--- config.mk ---
export PLATFORM = sky130hd
export DESIGN_NAME = adc_serial_port
export DESIGN_NICKNAME = d
export VERILOG_FILES = /design/src/adc_serial_port.v /design/src/dc_highpass.v /design/src/offset_store.v
export VERILOG_INCLUDE_DIRS = /design/src
export SDC_FILE = /design/constraint.sdc
export NUM_CORES = 1
export LEC_CHECK = 0
export BUFFER_PORTS_ARGS = -buffer_cell sky130_fd_sc_hd__buf_2
export CAP_MARGIN = 20
export CORE_UTILIZATION = 60
export DETAILED_ROUTE_END_ITERATION = 16
export GPL_TIMING_DRIVEN = 0
export HOLD_SLACK_MARGIN = 0.02
export PLACE_DENSITY = 0.82
export SLEW_MARGIN = 5
export SYNTH_ARGS = -nofsm -noshare
export SYNTH_HDL_FRONTEND = slang
export SYNTH_HIERARCHICAL = 1
export SYNTH_SLANG_ARGS = --single-unit
--- constraint.sdc ---
create_clock -name mclk -period 7.55 [get_ports mclk]
set_input_delay 1.51 -clock mclk [delete_from_list [all_inputs] [get_ports mclk]]
set_output_delay 1.51 -clock mclk [all_outputs]
set_load 0.05 [all_outputs]
--- src/adc_port_regs.vh ---
// Constants for the stereo converter serial port and offset calibration.
// Assumes a 100 MHz system clock; included by bare name, definitions only.
`ifndef ADC_PORT_REGS_VH
`define ADC_PORT_REGS_VH

// System clock period and the pin-fall to busy-rise limit
`define MCLK_PERIOD_NS 10
`define CAL_RISE_NS 50
`define CAL_RISE_CYCLES (`CAL_RISE_NS / `MCLK_PERIOD_NS)

// Word-select rising edges after release, master mode
`define CAL_END_NORMAL 15'h2200
`define CAL_END_DOUBLE 15'h4400
`define DATA_VALID_NORMAL 15'h2300
`define DATA_VALID_DOUBLE 15'h4600

// Bit clocks per channel slot (128fs and 64fs per frame)
`define SLOT_BITS_NORMAL 7'h40
`define SLOT_BITS_DOUBLE 7'h20

// Sample layout
`define SAMPLE_BITS 24
`define RAW_WIDTH 26
`define SHIFT_BITS 64

// Master bit clock half period in system clocks (160 ns bit clock)
`define BIT_HALF_CYCLES 8'h08

// DC filter shift: fc = fs / (2*pi*2^13), about 1 Hz at 48 kHz
`define HPF_SHIFT 13

// Word-select period jitter allowed before a resync, in system clocks
`define RESYNC_TOL_CYCLES 20'h0_0040
`define PERIOD_LIMIT 20'hF_FFFF

`endif

--- src/adc_serial_port.v ---
// Digital output side of a two-channel 24-bit converter: serial port and calibration.
// Assumes decimated raw samples arrive on mclk; all pins are asynchronous and synchronised.
// Function
// - Two mode pins pick one of four formats
// - Samples shift out MSB first, two's complement
// - Lost word-select sync restarts calibration automatically
// - Master drives bit clock, 2fs frame sync
// - Serial data changes on bit-clock falling edges
// - Left-justified slave MSB follows word-select edge directly
// - Slave frame sync on falls; ignored in I2S
// - Reset low powers down; release starts calibration
// - Busy output high in calibration, rises quickly
// - Calibration ends 8704 or 17408 edges after release
// - Data valid 8960 or 17920 edges after release
// - Slave counts one word-select period longer
// - Per-channel offset stored, subtracted from samples
// - Source pin picks analog inputs or common voltage
// - DC high-pass, 1 Hz at 48 kHz
// - Outputs saturate at full-scale codes
`timescale 1ns/1ns
`default_nettype none
`include "adc_port_regs.vh"

module adc_serial_port #(
	parameter RAW_W = `RAW_WIDTH,
	parameter [7:0] BIT_HALF = `BIT_HALF_CYCLES,
	parameter [14:0] CAL_END_NORMAL = `CAL_END_NORMAL,
	parameter [14:0] CAL_END_DOUBLE = `CAL_END_DOUBLE,
	parameter [14:0] DATA_VALID_NORMAL = `DATA_VALID_NORMAL,
	parameter [14:0] DATA_VALID_DOUBLE = `DATA_VALID_DOUBLE,
	parameter HPF_SHIFT = `HPF_SHIFT
)(
	// Clock and reset
	input wire mclk,
	input wire rst,
	// Configuration pins
	input wire resetPinN,
	input wire masterSelectPin,
	input wire i2sFormatPin,
	input wire doubleRateSelect,
	input wire calSourceSelect,
	// Raw samples from the decimator
	input wire [RAW_W-1:0] rawLeft,
	input wire [RAW_W-1:0] rawRight,
	input wire rawValid,
	// Bit clock pin
	input wire bitClkIn,
	output reg bitClkOut,
	output reg bitClkOe,
	// Word-select clock pin
	input wire wordSelectClkIn,
	output reg wordSelectClkOut,
	output reg wordSelectClkOe,
	// Frame-sync pin
	input wire frameSyncIn,
	output reg frameSyncOut,
	output reg frameSyncOe,
	// Serial data and status
	output reg serialOut,
	output reg calBusy,
	output reg commonVoltageSel
);

	localparam SB = `SAMPLE_BITS;
	localparam SW = `SHIFT_BITS;

	// Calibration states
	localparam [3:0] S_DOWN = 4'h1;
	localparam [3:0] S_CAL = 4'h2;
	localparam [3:0] S_WAIT = 4'h4;
	localparam [3:0] S_RUN = 4'h8;

	// Two-stage synchronisers for every pin; only stage B is read
	reg [7:0] syncA;
	reg [7:0] syncB;
	wire pinOn = syncB[7];
	wire isMaster = syncB[6];
	wire isI2s = syncB[5];
	wire isDouble = syncB[4];
	wire calSrc = syncB[3];
	wire sBit = syncB[2];
	wire sWs = syncB[1];
	wire sFs = syncB[0];

	always @(posedge mclk or posedge rst) begin
		if (rst) begin
			syncA <= 8'h00;
			syncB <= 8'h00;
		end else begin
			syncA <= {resetPinN, masterSelectPin, i2sFormatPin, doubleRateSelect,
				calSourceSelect, bitClkIn, wordSelectClkIn, frameSyncIn};
			syncB <= syncA;
		end
	end

	// Previous slave clock levels for edge finding
	reg prevBit;
	reg prevWs;
	reg [2:0] prevMode; // Format pins last cycle, to spot a change

	// Master clock generator state
	reg [7:0] divCount;
	reg [6:0] bitCount; // Bit position within the frame

	// Slot length follows the rate pin
	wire [6:0] slotBits = isDouble ? `SLOT_BITS_DOUBLE : `SLOT_BITS_NORMAL;
	wire [6:0] frameLast = {slotBits[5:0], 1'b0} - 7'h01;
	wire mTick = (divCount == BIT_HALF - 8'h01);
	wire mFall = isMaster && mTick && bitClkOut;
	wire [6:0] nextBit = (bitCount >= frameLast) ? 7'h00 : bitCount + 7'h01;
	wire nextRight = (nextBit >= slotBits);
	wire [6:0] nextPos = nextRight ? nextBit - slotBits : nextBit;
	// Left slot has word select high, or low in I2S
	wire nextWsM = nextRight ? isI2s : ~isI2s;

	// Unified events for both master and slave
	wire fallEv = isMaster ? mFall : (prevBit & ~sBit);
	wire wsEdgeM = mFall && (nextPos == 7'h00);
	wire wsEdgeS = ~isMaster && (sWs ^ prevWs);
	wire wsEdgeEv = wsEdgeM | wsEdgeS;
	wire wsNew = isMaster ? nextWsM : sWs;
	wire leftNow = wsNew ^ isI2s;
	wire wsRiseEv = wsEdgeEv & wsNew;
	// Left-justified slave shifts only while frame sync is high
	wire shiftGate = isMaster | isI2s | sFs;

	// Master bit clock, word select and frame sync
	always @(posedge mclk or posedge rst) begin
		if (rst) begin
			divCount <= 8'h00;
			bitCount <= 7'h00;
			bitClkOut <= 1'b0;
			wordSelectClkOut <= 1'b0;
			frameSyncOut <= 1'b0;
		end else if (!isMaster || !pinOn) begin
			divCount <= 8'h00;
			bitCount <= frameLast;
			bitClkOut <= 1'b0;
			wordSelectClkOut <= isI2s;
			frameSyncOut <= 1'b0;
		end else if (mTick) begin
			divCount <= 8'h00;
			bitClkOut <= ~bitClkOut;
			if (bitClkOut) begin
				bitCount <= nextBit;
				wordSelectClkOut <= nextWsM;
				// 2fs, half a slot high, rising one bit after the edge
				frameSyncOut <= (nextPos >= 7'h01) && (nextPos <= {1'b0, slotBits[6:1]});
			end
		end else begin
			divCount <= divCount + 8'h01;
		end
	end

	// Pin drivers are enabled only in master formats
	always @(posedge mclk or posedge rst) begin
		if (rst) begin
			bitClkOe <= 1'b0;
			wordSelectClkOe <= 1'b0;
			frameSyncOe <= 1'b0;
			prevBit <= 1'b0;
			prevWs <= 1'b0;
			prevMode <= 3'h0;
		end else begin
			bitClkOe <= isMaster & pinOn;
			wordSelectClkOe <= isMaster & pinOn;
			frameSyncOe <= isMaster & pinOn;
			prevBit <= sBit;
			prevWs <= sWs;
			prevMode <= {isMaster, isI2s, isDouble};
		end
	end

	// Word-select period watch: a jump in period or a stall means lost sync
	reg [19:0] periodCount;
	reg [19:0] lastPeriod;
	reg havePrevRise; // First rise after power-up closes only a partial period
	wire [19:0] periodDiff = (periodCount > lastPeriod) ? periodCount - lastPeriod
		: lastPeriod - periodCount;
	wire periodJump = wsRiseEv && (lastPeriod != 20'h0_0000)
		&& (periodDiff > `RESYNC_TOL_CYCLES);
	wire periodStall = (periodCount == `PERIOD_LIMIT);
	wire modeChange = (prevMode != {isMaster, isI2s, isDouble});
	wire syncLost = ((~isMaster & (periodJump | periodStall)) | modeChange);

	always @(posedge mclk or posedge rst) begin
		if (rst) begin
			periodCount <= 20'h0_0000;
			lastPeriod <= 20'h0_0000;
			havePrevRise <= 1'b0;
		end else if (!pinOn) begin
			periodCount <= 20'h0_0000;
			lastPeriod <= 20'h0_0000;
			havePrevRise <= 1'b0;
		end else if (syncLost) begin
			periodCount <= 20'h0_0000;
			lastPeriod <= 20'h0_0000;
		end else if (wsRiseEv) begin
			periodCount <= 20'h0_0000;
			// A partial first period would look like a jump, so it is not kept
			lastPeriod <= havePrevRise ? periodCount : 20'h0_0000;
			havePrevRise <= 1'b1;
		end else begin
			periodCount <= periodCount + 20'h0_0001;
		end
	end

	// Calibration sequencing by counting word-select rising edges
	reg [3:0] state;
	reg [3:0] nextState;
	reg [14:0] edgeCount;
	wire [14:0] slaveExtra = isMaster ? 15'h0000 : 15'h0001;
	wire [14:0] calTarget = (isDouble ? CAL_END_DOUBLE : CAL_END_NORMAL) + slaveExtra;
	wire [14:0] validTarget = (isDouble ? DATA_VALID_DOUBLE : DATA_VALID_NORMAL)
		+ slaveExtra;
	wire [14:0] edgeNext = edgeCount + 15'h0001;

	always @* begin
		nextState = state;
		case (state)
			S_DOWN: begin
				if (pinOn) begin
					nextState = S_CAL;
				end
			end
			S_CAL: begin
				if (wsRiseEv && edgeNext == calTarget) begin
					nextState = S_WAIT;
				end
			end
			S_WAIT: begin
				if (wsRiseEv && edgeNext == validTarget) begin
					nextState = S_RUN;
				end
			end
			S_RUN: begin
				nextState = S_RUN;
			end
			default: begin
				nextState = S_DOWN;
			end
		endcase
		if (!pinOn) begin
			nextState = S_DOWN;
		end else if (syncLost && state != S_DOWN) begin
			nextState = S_CAL;
		end
	end

	always @(posedge mclk or posedge rst) begin
		if (rst) begin
			state <= S_DOWN;
			edgeCount <= 15'h0000;
			calBusy <= 1'b1;
			commonVoltageSel <= 1'b0;
		end else begin
			state <= nextState;
			if (nextState == S_DOWN || (nextState == S_CAL && state != S_CAL)) begin
				edgeCount <= 15'h0000;
			end else if (wsRiseEv) begin
				edgeCount <= edgeNext;
			end
			// Read straight off the synchronised pin to keep the rise short
			calBusy <= ~pinOn | (nextState == S_CAL);
			commonVoltageSel <= (nextState == S_CAL) & ~calSrc;
		end
	end

	// Sample pipeline: latch, read offsets, subtract, filter
	reg [2:0] step;
	reg [RAW_W-1:0] holdLeft;
	reg [RAW_W-1:0] holdRight;
	wire inCal = (state == S_CAL);
	wire [RAW_W-1:0] offsetWord;
	wire [SB-1:0] outLeft;
	wire [SB-1:0] outRight;

	// Offset-corrected difference, one bit wider so it cannot wrap
	function [RAW_W:0] subOffset;
		input [RAW_W-1:0] a;
		input [RAW_W-1:0] b;
		begin
			subOffset = {a[RAW_W-1], a} - {b[RAW_W-1], b};
		end
	endfunction

	always @(posedge mclk or posedge rst) begin
		if (rst) begin
			step <= 3'h0;
			holdLeft <= {RAW_W{1'b0}};
			holdRight <= {RAW_W{1'b0}};
		end else begin
			step <= {step[1:0], rawValid & pinOn};
			if (rawValid) begin
				holdLeft <= rawLeft;
				holdRight <= rawRight;
			end
		end
	end

	// During calibration every sample overwrites the stored offsets
	offset_store #(
		.W(RAW_W),
		.DEPTH(2),
		.AW(1)
	) offsets (
		.clk(mclk),
		.rst(rst),
		.we(inCal & (step[0] | step[1])),
		.waddr(step[1]),
		.wdata(step[0] ? holdLeft : holdRight),
		.raddr(step[1]),
		.rdata(offsetWord)
	);

	dc_highpass #(
		.IN_W(RAW_W + 1),
		.SHIFT(HPF_SHIFT),
		.OUT_W(SB)
	) hpfLeft (
		.clk(mclk),
		.rst(rst),
		.en(step[1]),
		.clr(inCal | ~pinOn),
		.x(subOffset(holdLeft, offsetWord)),
		.y(outLeft)
	);

	dc_highpass #(
		.IN_W(RAW_W + 1),
		.SHIFT(HPF_SHIFT),
		.OUT_W(SB)
	) hpfRight (
		.clk(mclk),
		.rst(rst),
		.en(step[2]),
		.clr(inCal | ~pinOn),
		.x(subOffset(holdRight, offsetWord)),
		.y(outRight)
	);

	// Slot word: sample first then zeros; I2S puts one idle bit before the MSB
	wire [SB-1:0] slotSample = (state == S_RUN) ? (leftNow ? outLeft : outRight) : {SB{1'b0}};
	wire [SW-1:0] loadWord = isI2s ? {1'b0, slotSample, {(SW-SB-1){1'b0}}}
		: {slotSample, {(SW-SB){1'b0}}};
	reg [SW-1:0] shiftReg;

	// Shifter: load on the word-select edge, then advance on each falling bit clock that shiftGate lets through
	always @(posedge mclk or posedge rst) begin
		if (rst) begin
			shiftReg <= {SW{1'b0}};
			serialOut <= 1'b0;
		end else if (!pinOn) begin
			shiftReg <= {SW{1'b0}};
			serialOut <= 1'b0;
		end else if (wsEdgeEv) begin
			shiftReg <= loadWord;
			serialOut <= loadWord[SW-1];
		end else if (fallEv && shiftGate) begin
			shiftReg <= {shiftReg[SW-2:0], 1'b0};
			serialOut <= shiftReg[SW-2];
		end
	end

endmodule // adc_serial_port
`default_nettype wire

--- src/dc_highpass.v ---
// First-order DC-removal filter for one channel with 24-bit saturating output.
// Assumes one input sample per en pulse; clr empties the filter state.
`timescale 1ns/1ns
`default_nettype none

module dc_highpass #(
	parameter IN_W = 27,
	parameter SHIFT = 13,
	parameter OUT_W = 24
)(
	// Clock and reset
	input wire clk,
	input wire rst,
	// Sample in
	input wire en,
	input wire clr,
	input wire [IN_W-1:0] x,
	// Filtered sample out
	output reg [OUT_W-1:0] y
);

	localparam ACC_W = IN_W + SHIFT + 1;

	// Accumulator holds the running DC estimate scaled by 2^SHIFT
	reg [ACC_W-1:0] acc;
	wire [ACC_W-1:0] xExt = {{(SHIFT+1){x[IN_W-1]}}, x};
	wire [ACC_W-1:0] dcEst = $signed(acc) >>> SHIFT;
	wire [ACC_W-1:0] diff = xExt - dcEst;

	// Clamp to full scale: top bits must all equal the sign to fit
	function [OUT_W-1:0] clampOut;
		input [ACC_W-1:0] v;
		begin
			if (&v[ACC_W-1:OUT_W-1] || ~|v[ACC_W-1:OUT_W-1]) begin
				clampOut = v[OUT_W-1:0];
			end else if (v[ACC_W-1]) begin
				clampOut = {1'b1, {(OUT_W-1){1'b0}}};
			end else begin
				clampOut = {1'b0, {(OUT_W-1){1'b1}}};
			end
		end
	endfunction

	// Cut-off scales with fs because the filter steps once per sample
	always @(posedge clk or posedge rst) begin
		if (rst) begin
			acc <= {ACC_W{1'b0}};
			y <= {OUT_W{1'b0}};
		end else if (clr) begin
			acc <= {ACC_W{1'b0}};
			y <= {OUT_W{1'b0}};
		end else if (en) begin
			acc <= acc + diff;
			y <= clampOut(diff);
		end
	end

endmodule // dc_highpass
`default_nettype wire

--- src/offset_store.v ---
// Small offset memory: one stored calibration word per channel.
// Assumes one write port and one read port on the same clock; read data registered.
`timescale 1ns/1ns
`default_nettype none

module offset_store #(
	parameter W = 26,
	parameter DEPTH = 2,
	parameter AW = 1
)(
	// Clock and reset
	input wire clk,
	input wire rst,
	// Write port
	input wire we,
	input wire [AW-1:0] waddr,
	input wire [W-1:0] wdata,
	// Read port
	input wire [AW-1:0] raddr,
	output reg [W-1:0] rdata
);

	// Storage array; contents only matter after a calibration has written them
	reg [W-1:0] mem [0:DEPTH-1];

	// Write on request
	always @(posedge clk) begin
		if (we) begin
			mem[waddr] <= wdata;
		end
	end

	// Registered read, cleared by reset so no unknown leaks out
	always @(posedge clk or posedge rst) begin
		if (rst) begin
			rdata <= {W{1'b0}};
		end else begin
			rdata <= mem[raddr];
		end
	end

endmodule // offset_store
`default_nettype wire

Yosys cells after proc, flatten, opt, wreduce, memory -nomap -nowiden

Memories as Yosys holds them, arrays and structs flattened. A register that Yosys moved wholly into a read port is not among the register bits.
Cells that the tools add are included.

$add $sub $neg: 16
$lt $le $gt $ge: 6
Equality and inequality tests: 17
Multiplexer cells: 64
Bitwise logic cells: 23
Reduce and logical (&&, ||, !) cells: 33

Operator list:

| cell                                                | count |
|---|---|
| 2-to-1 mux 24 bit                                   | 10 |
| 2-to-1 mux 63 bit                                   | 3 |
| 2-to-1 mux 41 bit                                   | 4 |
| 2-to-1 mux 20 bit                                   | 8 |
| adder 41 bit                                        | 2 |
| 2-to-1 mux 64 bit                                   | 1 |
| 2-to-1 mux 15 bit                                   | 4 |
| subtractor 27 x 28 -> 29 bit                        | 2 |
| subtractor 26 x 26 -> 27 bit                        | 2 |
| 2-to-1 mux 7 bit                                    | 6 |
| subtractor 20 bit                                   | 2 |
| AND reduction 18 bit                                | 2 |
| OR reduction 18 bit                                 | 2 |
| adder 15 x 1 -> 15 bit                              | 2 |
| equality test 15 bit                                | 2 |
| 2-to-1 mux 26 bit                                   | 1 |
| adder 20 x 1 -> 20 bit, second input constant       | 1 |
| equality test 20 bit, second input constant         | 1 |
| > comparator 20 bit                                 | 1 |
| > comparator 20 x 7 -> 1 bit, second input constant | 1 |
| 2-to-1 mux 1 bit                                    | 20 |
| nonzero test 20 bit                                 | 1 |
| 2-to-1 mux 4 bit                                    | 4 |
| 2-to-1 mux 8 bit                                    | 2 |
| other kinds (30)                                    | 75 |

Bits in registers: 351
Memory bits (writable): 52
Input port bits: 63
Output and inout port bits: 9
Word-level logic and storage cells: 187
Memories: 1

Memories:

| name        | depth | width | rd ports | clocked after Yosys merged registers in | write ports | line              | RTL |
|---|---|---|---|---|---|---|---|
| offsets.mem | 2     | 26    | 1        | 1                                       | 1           | offset_store.v:24 | `reg [W-1:0] mem [0:DEPTH-1];` |

Depth between registers and ports, before layout

Depth in word-level cells: 22
Mapped depth: 33
Gate-level depth less buffers: 32

Hierarchy

Netlist, hierarchy kept.

Modules (own cells, without submodules):

| module                 | times used | cells each | area each (µm²) |
|---|---|---|---|
| adc_serial_port        | 1          | 1541       | 13878.3 |
| dc_highpass (hpfRight) | 1          | 847        | 6815.3 |
| dc_highpass (hpfLeft)  | 1          | 709        | 6123.4 |
| offset_store           | 1          | 110        | 2647.5 |

Worst setup path before layout

OpenSTA, ideal clock, no wires.

Path kind: flip-flop to flip-flop
From: reg offsets.rdata[1] (read register of offsets.mem)
To: reg hpfLeft.acc[38]
Setup time: 0.133 ns
Data arrival time: 6.575 ns
Data required time: 7.417 ns
Slack: 0.842 ns
Cell stages (with the launch flop): 33
Period minus slack after synthesis: 6.708 ns
Cell sequence: dfrtp_1 inv_1 ha_1 nor2b_1 o31a_1 nor3b_1 o21ai_0 a41o_1 o21ai_0 nand2b_1 a21o_1 a21oi_1 xnor2_1 ha_1 o21a_1 o21ai_0 or2b_2 a21oi_1 a41oi_2 a21o_2 a21oi_1 xnor2_1 ha_1 clkbuf_1 a21o_1 a21o_1 a221o_1 o21a_1 o41ai_1 o21ai_0 o31ai_1 xor2_1 o21ai_0

Cells in the longest elaborated chain, start to end: 5

Ends and longest elaborated chain:

| element                      | line                  | RTL |
|---|---|---|
| start: declaration           | offset_store.v:20     | `output reg [W-1:0] rdata` |
| subtractor 26 x 26 -> 27 bit | adc_serial_port.v:283 | `subOffset = {a[RAW_W-1], a} - {b[RAW_W-1], b};` |
| subtractor 27 x 28 -> 29 bit | dc_highpass.v:28      | `wire [ACC_W-1:0] diff = xExt - dcEst;` |
| adder 41 bit                 | dc_highpass.v:53      | `acc <= acc + diff;` |
| 2-to-1 mux 41 bit            | dc_highpass.v:52      | `end else if (en) begin` |
| 2-to-1 mux 41 bit            | dc_highpass.v:49      | `end else if (clr) begin` |
| end signal: assignment       | dc_highpass.v:47      | `acc <= {ACC_W{1'b0}};` |
| end signal: assignment       | dc_highpass.v:50      | `acc <= {ACC_W{1'b0}};` |
| end signal: assignment       | dc_highpass.v:53      |  |
| end: declaration             | dc_highpass.v:25      | `reg [ACC_W-1:0] acc;` |

Every way passes these cells. The select of a mux whose other input is x is not followed.
A chain may end at the register's enable or synchronous reset.

Final worst setup path

From: reg holdRight[2]
To: reg hpfRight.acc[40]

Cells in the longest elaborated chain, start to end: 5

Ends and longest elaborated chain:

| element                      | line                  | RTL |
|---|---|---|
| start: declaration           | adc_serial_port.v:272 | `reg [RAW_W-1:0] holdRight;` |
| start signal: assignment     | adc_serial_port.v:291 | `holdRight <= {RAW_W{1'b0}};` |
| start signal: assignment     | adc_serial_port.v:296 | `holdRight <= rawRight;` |
| subtractor 26 x 26 -> 27 bit | adc_serial_port.v:283 |  |
| subtractor 27 x 28 -> 29 bit | dc_highpass.v:28      |  |
| adder 41 bit                 | dc_highpass.v:53      |  |
| 2-to-1 mux 41 bit            | dc_highpass.v:52      |  |
| 2-to-1 mux 41 bit            | dc_highpass.v:49      |  |
| end signal: assignment       | dc_highpass.v:47      |  |
| end signal: assignment       | dc_highpass.v:50      |  |
| end signal: assignment       | dc_highpass.v:53      |  |
| end: declaration             | dc_highpass.v:25      |  |

Every way passes these cells. The select of a mux whose other input is x is not followed.

==> reports/metrics.cfg <==
[power]
powerDensity_nw_per_um2=353.6
ir_drop_uv=193.6
total_power_w=0.01151
leakage_nw=14.42

[setup_path]
endpoint_kind=register
worstPathRequired_ns=8.02
path_max_fanout=12
crit-reg2reg-capture=hpfRight/acc[40]$_DFFE_PP0P_
worstReg2RegStart=holdRight[2]$_DFFE_PP0P_
worst-setup-path-type=reg2reg
startpoint_type=register
crit_top_cell=ha_1
crit_buf_inv=3
path_depth=28
cp_top_family=compound AO/OA/AOI/OAI gates
rr_worst_depth=28
r2r_slack_ns=0.34
critPathSlowestCell=a2111oi_1
cpPeakStageDelay_ns=0.47
cp.arrival_ns=7.68

[logic_synthesis]
yosysUniqueCellTypes=120
avgSynthCellArea_sq_um=9.188
ys_ff_latch=390
yosysSeqAreaShare=0.3401
synthFlopType=dfrtp_1
synth_fp_nets=3519
synth_commonest_cells=dfrtp_1, nand2_1, a21oi_1
synthesis.instances=3207
synth_area_leaders=dfrtp_1, ha_1, edfxtp_1
yosysTopAreaCellShare=0.2854
post-synth-top-count-cell=dfrtp_1
yosysWarnings=6
syn_area_sq_um=29460
async_flop_share=0.8667
yosysTopAreaCell=dfrtp_1
synth-edff-count=52

[placed_design]
dpl.hpwl_um=61660
place_area_sq_um=30740
portBuffers=70
gp_congestion=0.9364
pre_cts_ws_ns=-0.4516

[sta]
worstMarginPinSlew_ns=1.173
setup_ws_ns=0.3359
skew_ns=0.02235
setup_viol=0
grt_setup_unrepaired=no
fin_crit_ns=7.214
hold_viol=0
finalCritPeriodShare=0.9555
relSlewSlack=0.2077
finalMaxSlewViolations=0
fmax_mhz=138.6

[global_route]
grt_pass1_vias=24860
grt_max_degree=132
overflow=0
gr-usage-all-layers=0.3244
grt_pass1_wl_um=130200
antenna_found_initial=0

[cells_and_area]
fin_area_sq_um=32570
final_util=0.6778
fillers=3698
area_delta_synth_final_pct=10.53
nNetsFinal=3642
num_antenna_cells=0
drive_above_1_share=0.1245

[cts]
cts.sinks=390
cts_buffers=44
htreeDepth=2
cts_max_path_buffers=3
clk_pin_slew_ns=0.06
tritoncts=built
clkLatencyLatePin_ns=0.60
holdBufCountCts=0
clock-root-buffer=clkbuf_16

[route]
ant_nets=0
drt_iter0_markers=2313
vias_per_cell=6.413
wl_per_cell_um=20.44
wl_met3_um=5431
dr_wl_met2_um=38530
top_layer=met4
via_count=25530
drcViolationCount=0
m1WireLength_um=34400
routed_wl_um=81380
drt_pass1_iterations=6

[worst_hold_path]
holdCritStartpoint=syncA[2]$_DFF_PP0_
min_path_type=reg2reg
hold_end=syncB[2]$_DFF_PP0_
hold_path_depth=0

[floorplan]
die_w_um=223.6
die-area_sq_um=50000
start_util=0.6133
die_y_um=223.6
core_sq_um=48050
pin_count=72
num_rows=80

[run]
drv_cap=0

[run_status]
status=completed

## placed cells by master, fill, tap and decap left out, types with 81 or more instances in the layout
master	n
a21oi_1	239
buf_2	84
clkbuf_1	81
dfrtp_1	335
ha_1	239
inv_1	221
nand2_1	261
nor2_1	235
o21ai_0	163
xnor2_1	141
## state kept, by name, indices dropped and copies added, names as in the netlist, 24 cells and up
| name | count |
|---|---|
| holdLeft | 26 |
| holdRight | 26 |
| hpfLeft/acc | 41 |
| hpfLeft/y | 24 |
| hpfRight/acc | 41 |
| hpfRight/y | 24 |
| offsets/mem | 52 |
| offsets/rdata | 26 |
| shiftReg | 24 |
## per-layer routing
layer | up-vias | global-route usage
met1 | 12440 | 0.4279
met2 | 985 | 0.5411
li1 | 11910 | -
met4 | 0 | 0.1273
met5 | - | 0
met3 | 198 | 0.04381
## worst max-delay path by stage
stage / startpoint / endpoint / slack [ns]
floorplan: offsets/rdata[1]$_DFF_PP0_ / hpfLeft/acc[38]$_DFFE_PP0P_ / 0.84
global placement: rst / bitCount[0]$_DFFE_PP0P_ / -0.96
detailed placement: offsets/rdata[1]$_DFF_PP0_ / hpfLeft/acc[38]$_DFFE_PP0P_ / -0.45
CTS: offsets/rdata[1]$_DFF_PP0_ / hpfLeft/acc[38]$_DFFE_PP0P_ / 0.05
global route: holdRight[0]$_DFFE_PP0P_ / hpfRight/acc[40]$_DFFE_PP0P_ / 0.02
finish: holdRight[2]$_DFFE_PP0P_ / hpfRight/acc[40]$_DFFE_PP0P_ / 0.34
## report_power, final
group	internal [W]	switching, W	total [W]
combinational	0.00248	0.00400	0.00648
sequential	0.00237	0.000225	0.00260
clock	0.00149	0.000952	0.00244
## cell families (layout without fill, tap and decap cells)
family	Yosys count	after routing	share of synthesized area
XOR/XNOR	215	215	0.06391
buffers and inverters	346	505	0.04990
multiplexers	179	179	0.06760
flip-flops	390	390	0.3401
adder cells (fa/ha/maj)	249	249	0.1080
AO/OA/AOI/OAI	900	900	0.2165
AND/OR/NAND/NOR	928	928	0.1539
## layout make-up
| class | instances | area, sq um | share of cell area |
|---|---|---|---|
| clock buffers | 59 | 1281 | 0.03934 |
| multi-input cells | 2471 | 18120 | 0.5564 |
| flip-flops and latches | 390 | 10020 | 0.3078 |
| well taps | 615 | 769.5 | 0.02363 |
| repair buffers | 80 | 515.5 | 0.01583 |
| clock inverters | 23 | 380.4 | 0.01168 |
| inverters | 228 | 872.1 | 0.02678 |
| plain buffers | 115 | 603.1 | 0.01852 |
## stage by stage
stage / TNS (ns) / instances / hold slack, ns
2_1_floorplan: 0 / 3207 / 0.3312
3_3_place_gp: -168.58 / 3892 / 0.3424
3_5_place_dp: -1.481 / 3898 / 0.3363
4_1_cts: 0 / 3981 / 0.3557
5_1_grt: 0 / 3981 / 0.3689
6_report: 0 / 3981 / 0.3557
## repair_timing
item / in CTS / in global routing
pin swaps: 2 / 5
buffers inserted: 1 / 3
setup endpoints to repair: 8 / 18
gates resized for setup: 7 / 25
Note: power is estimated with default switching activity, not from simulation.
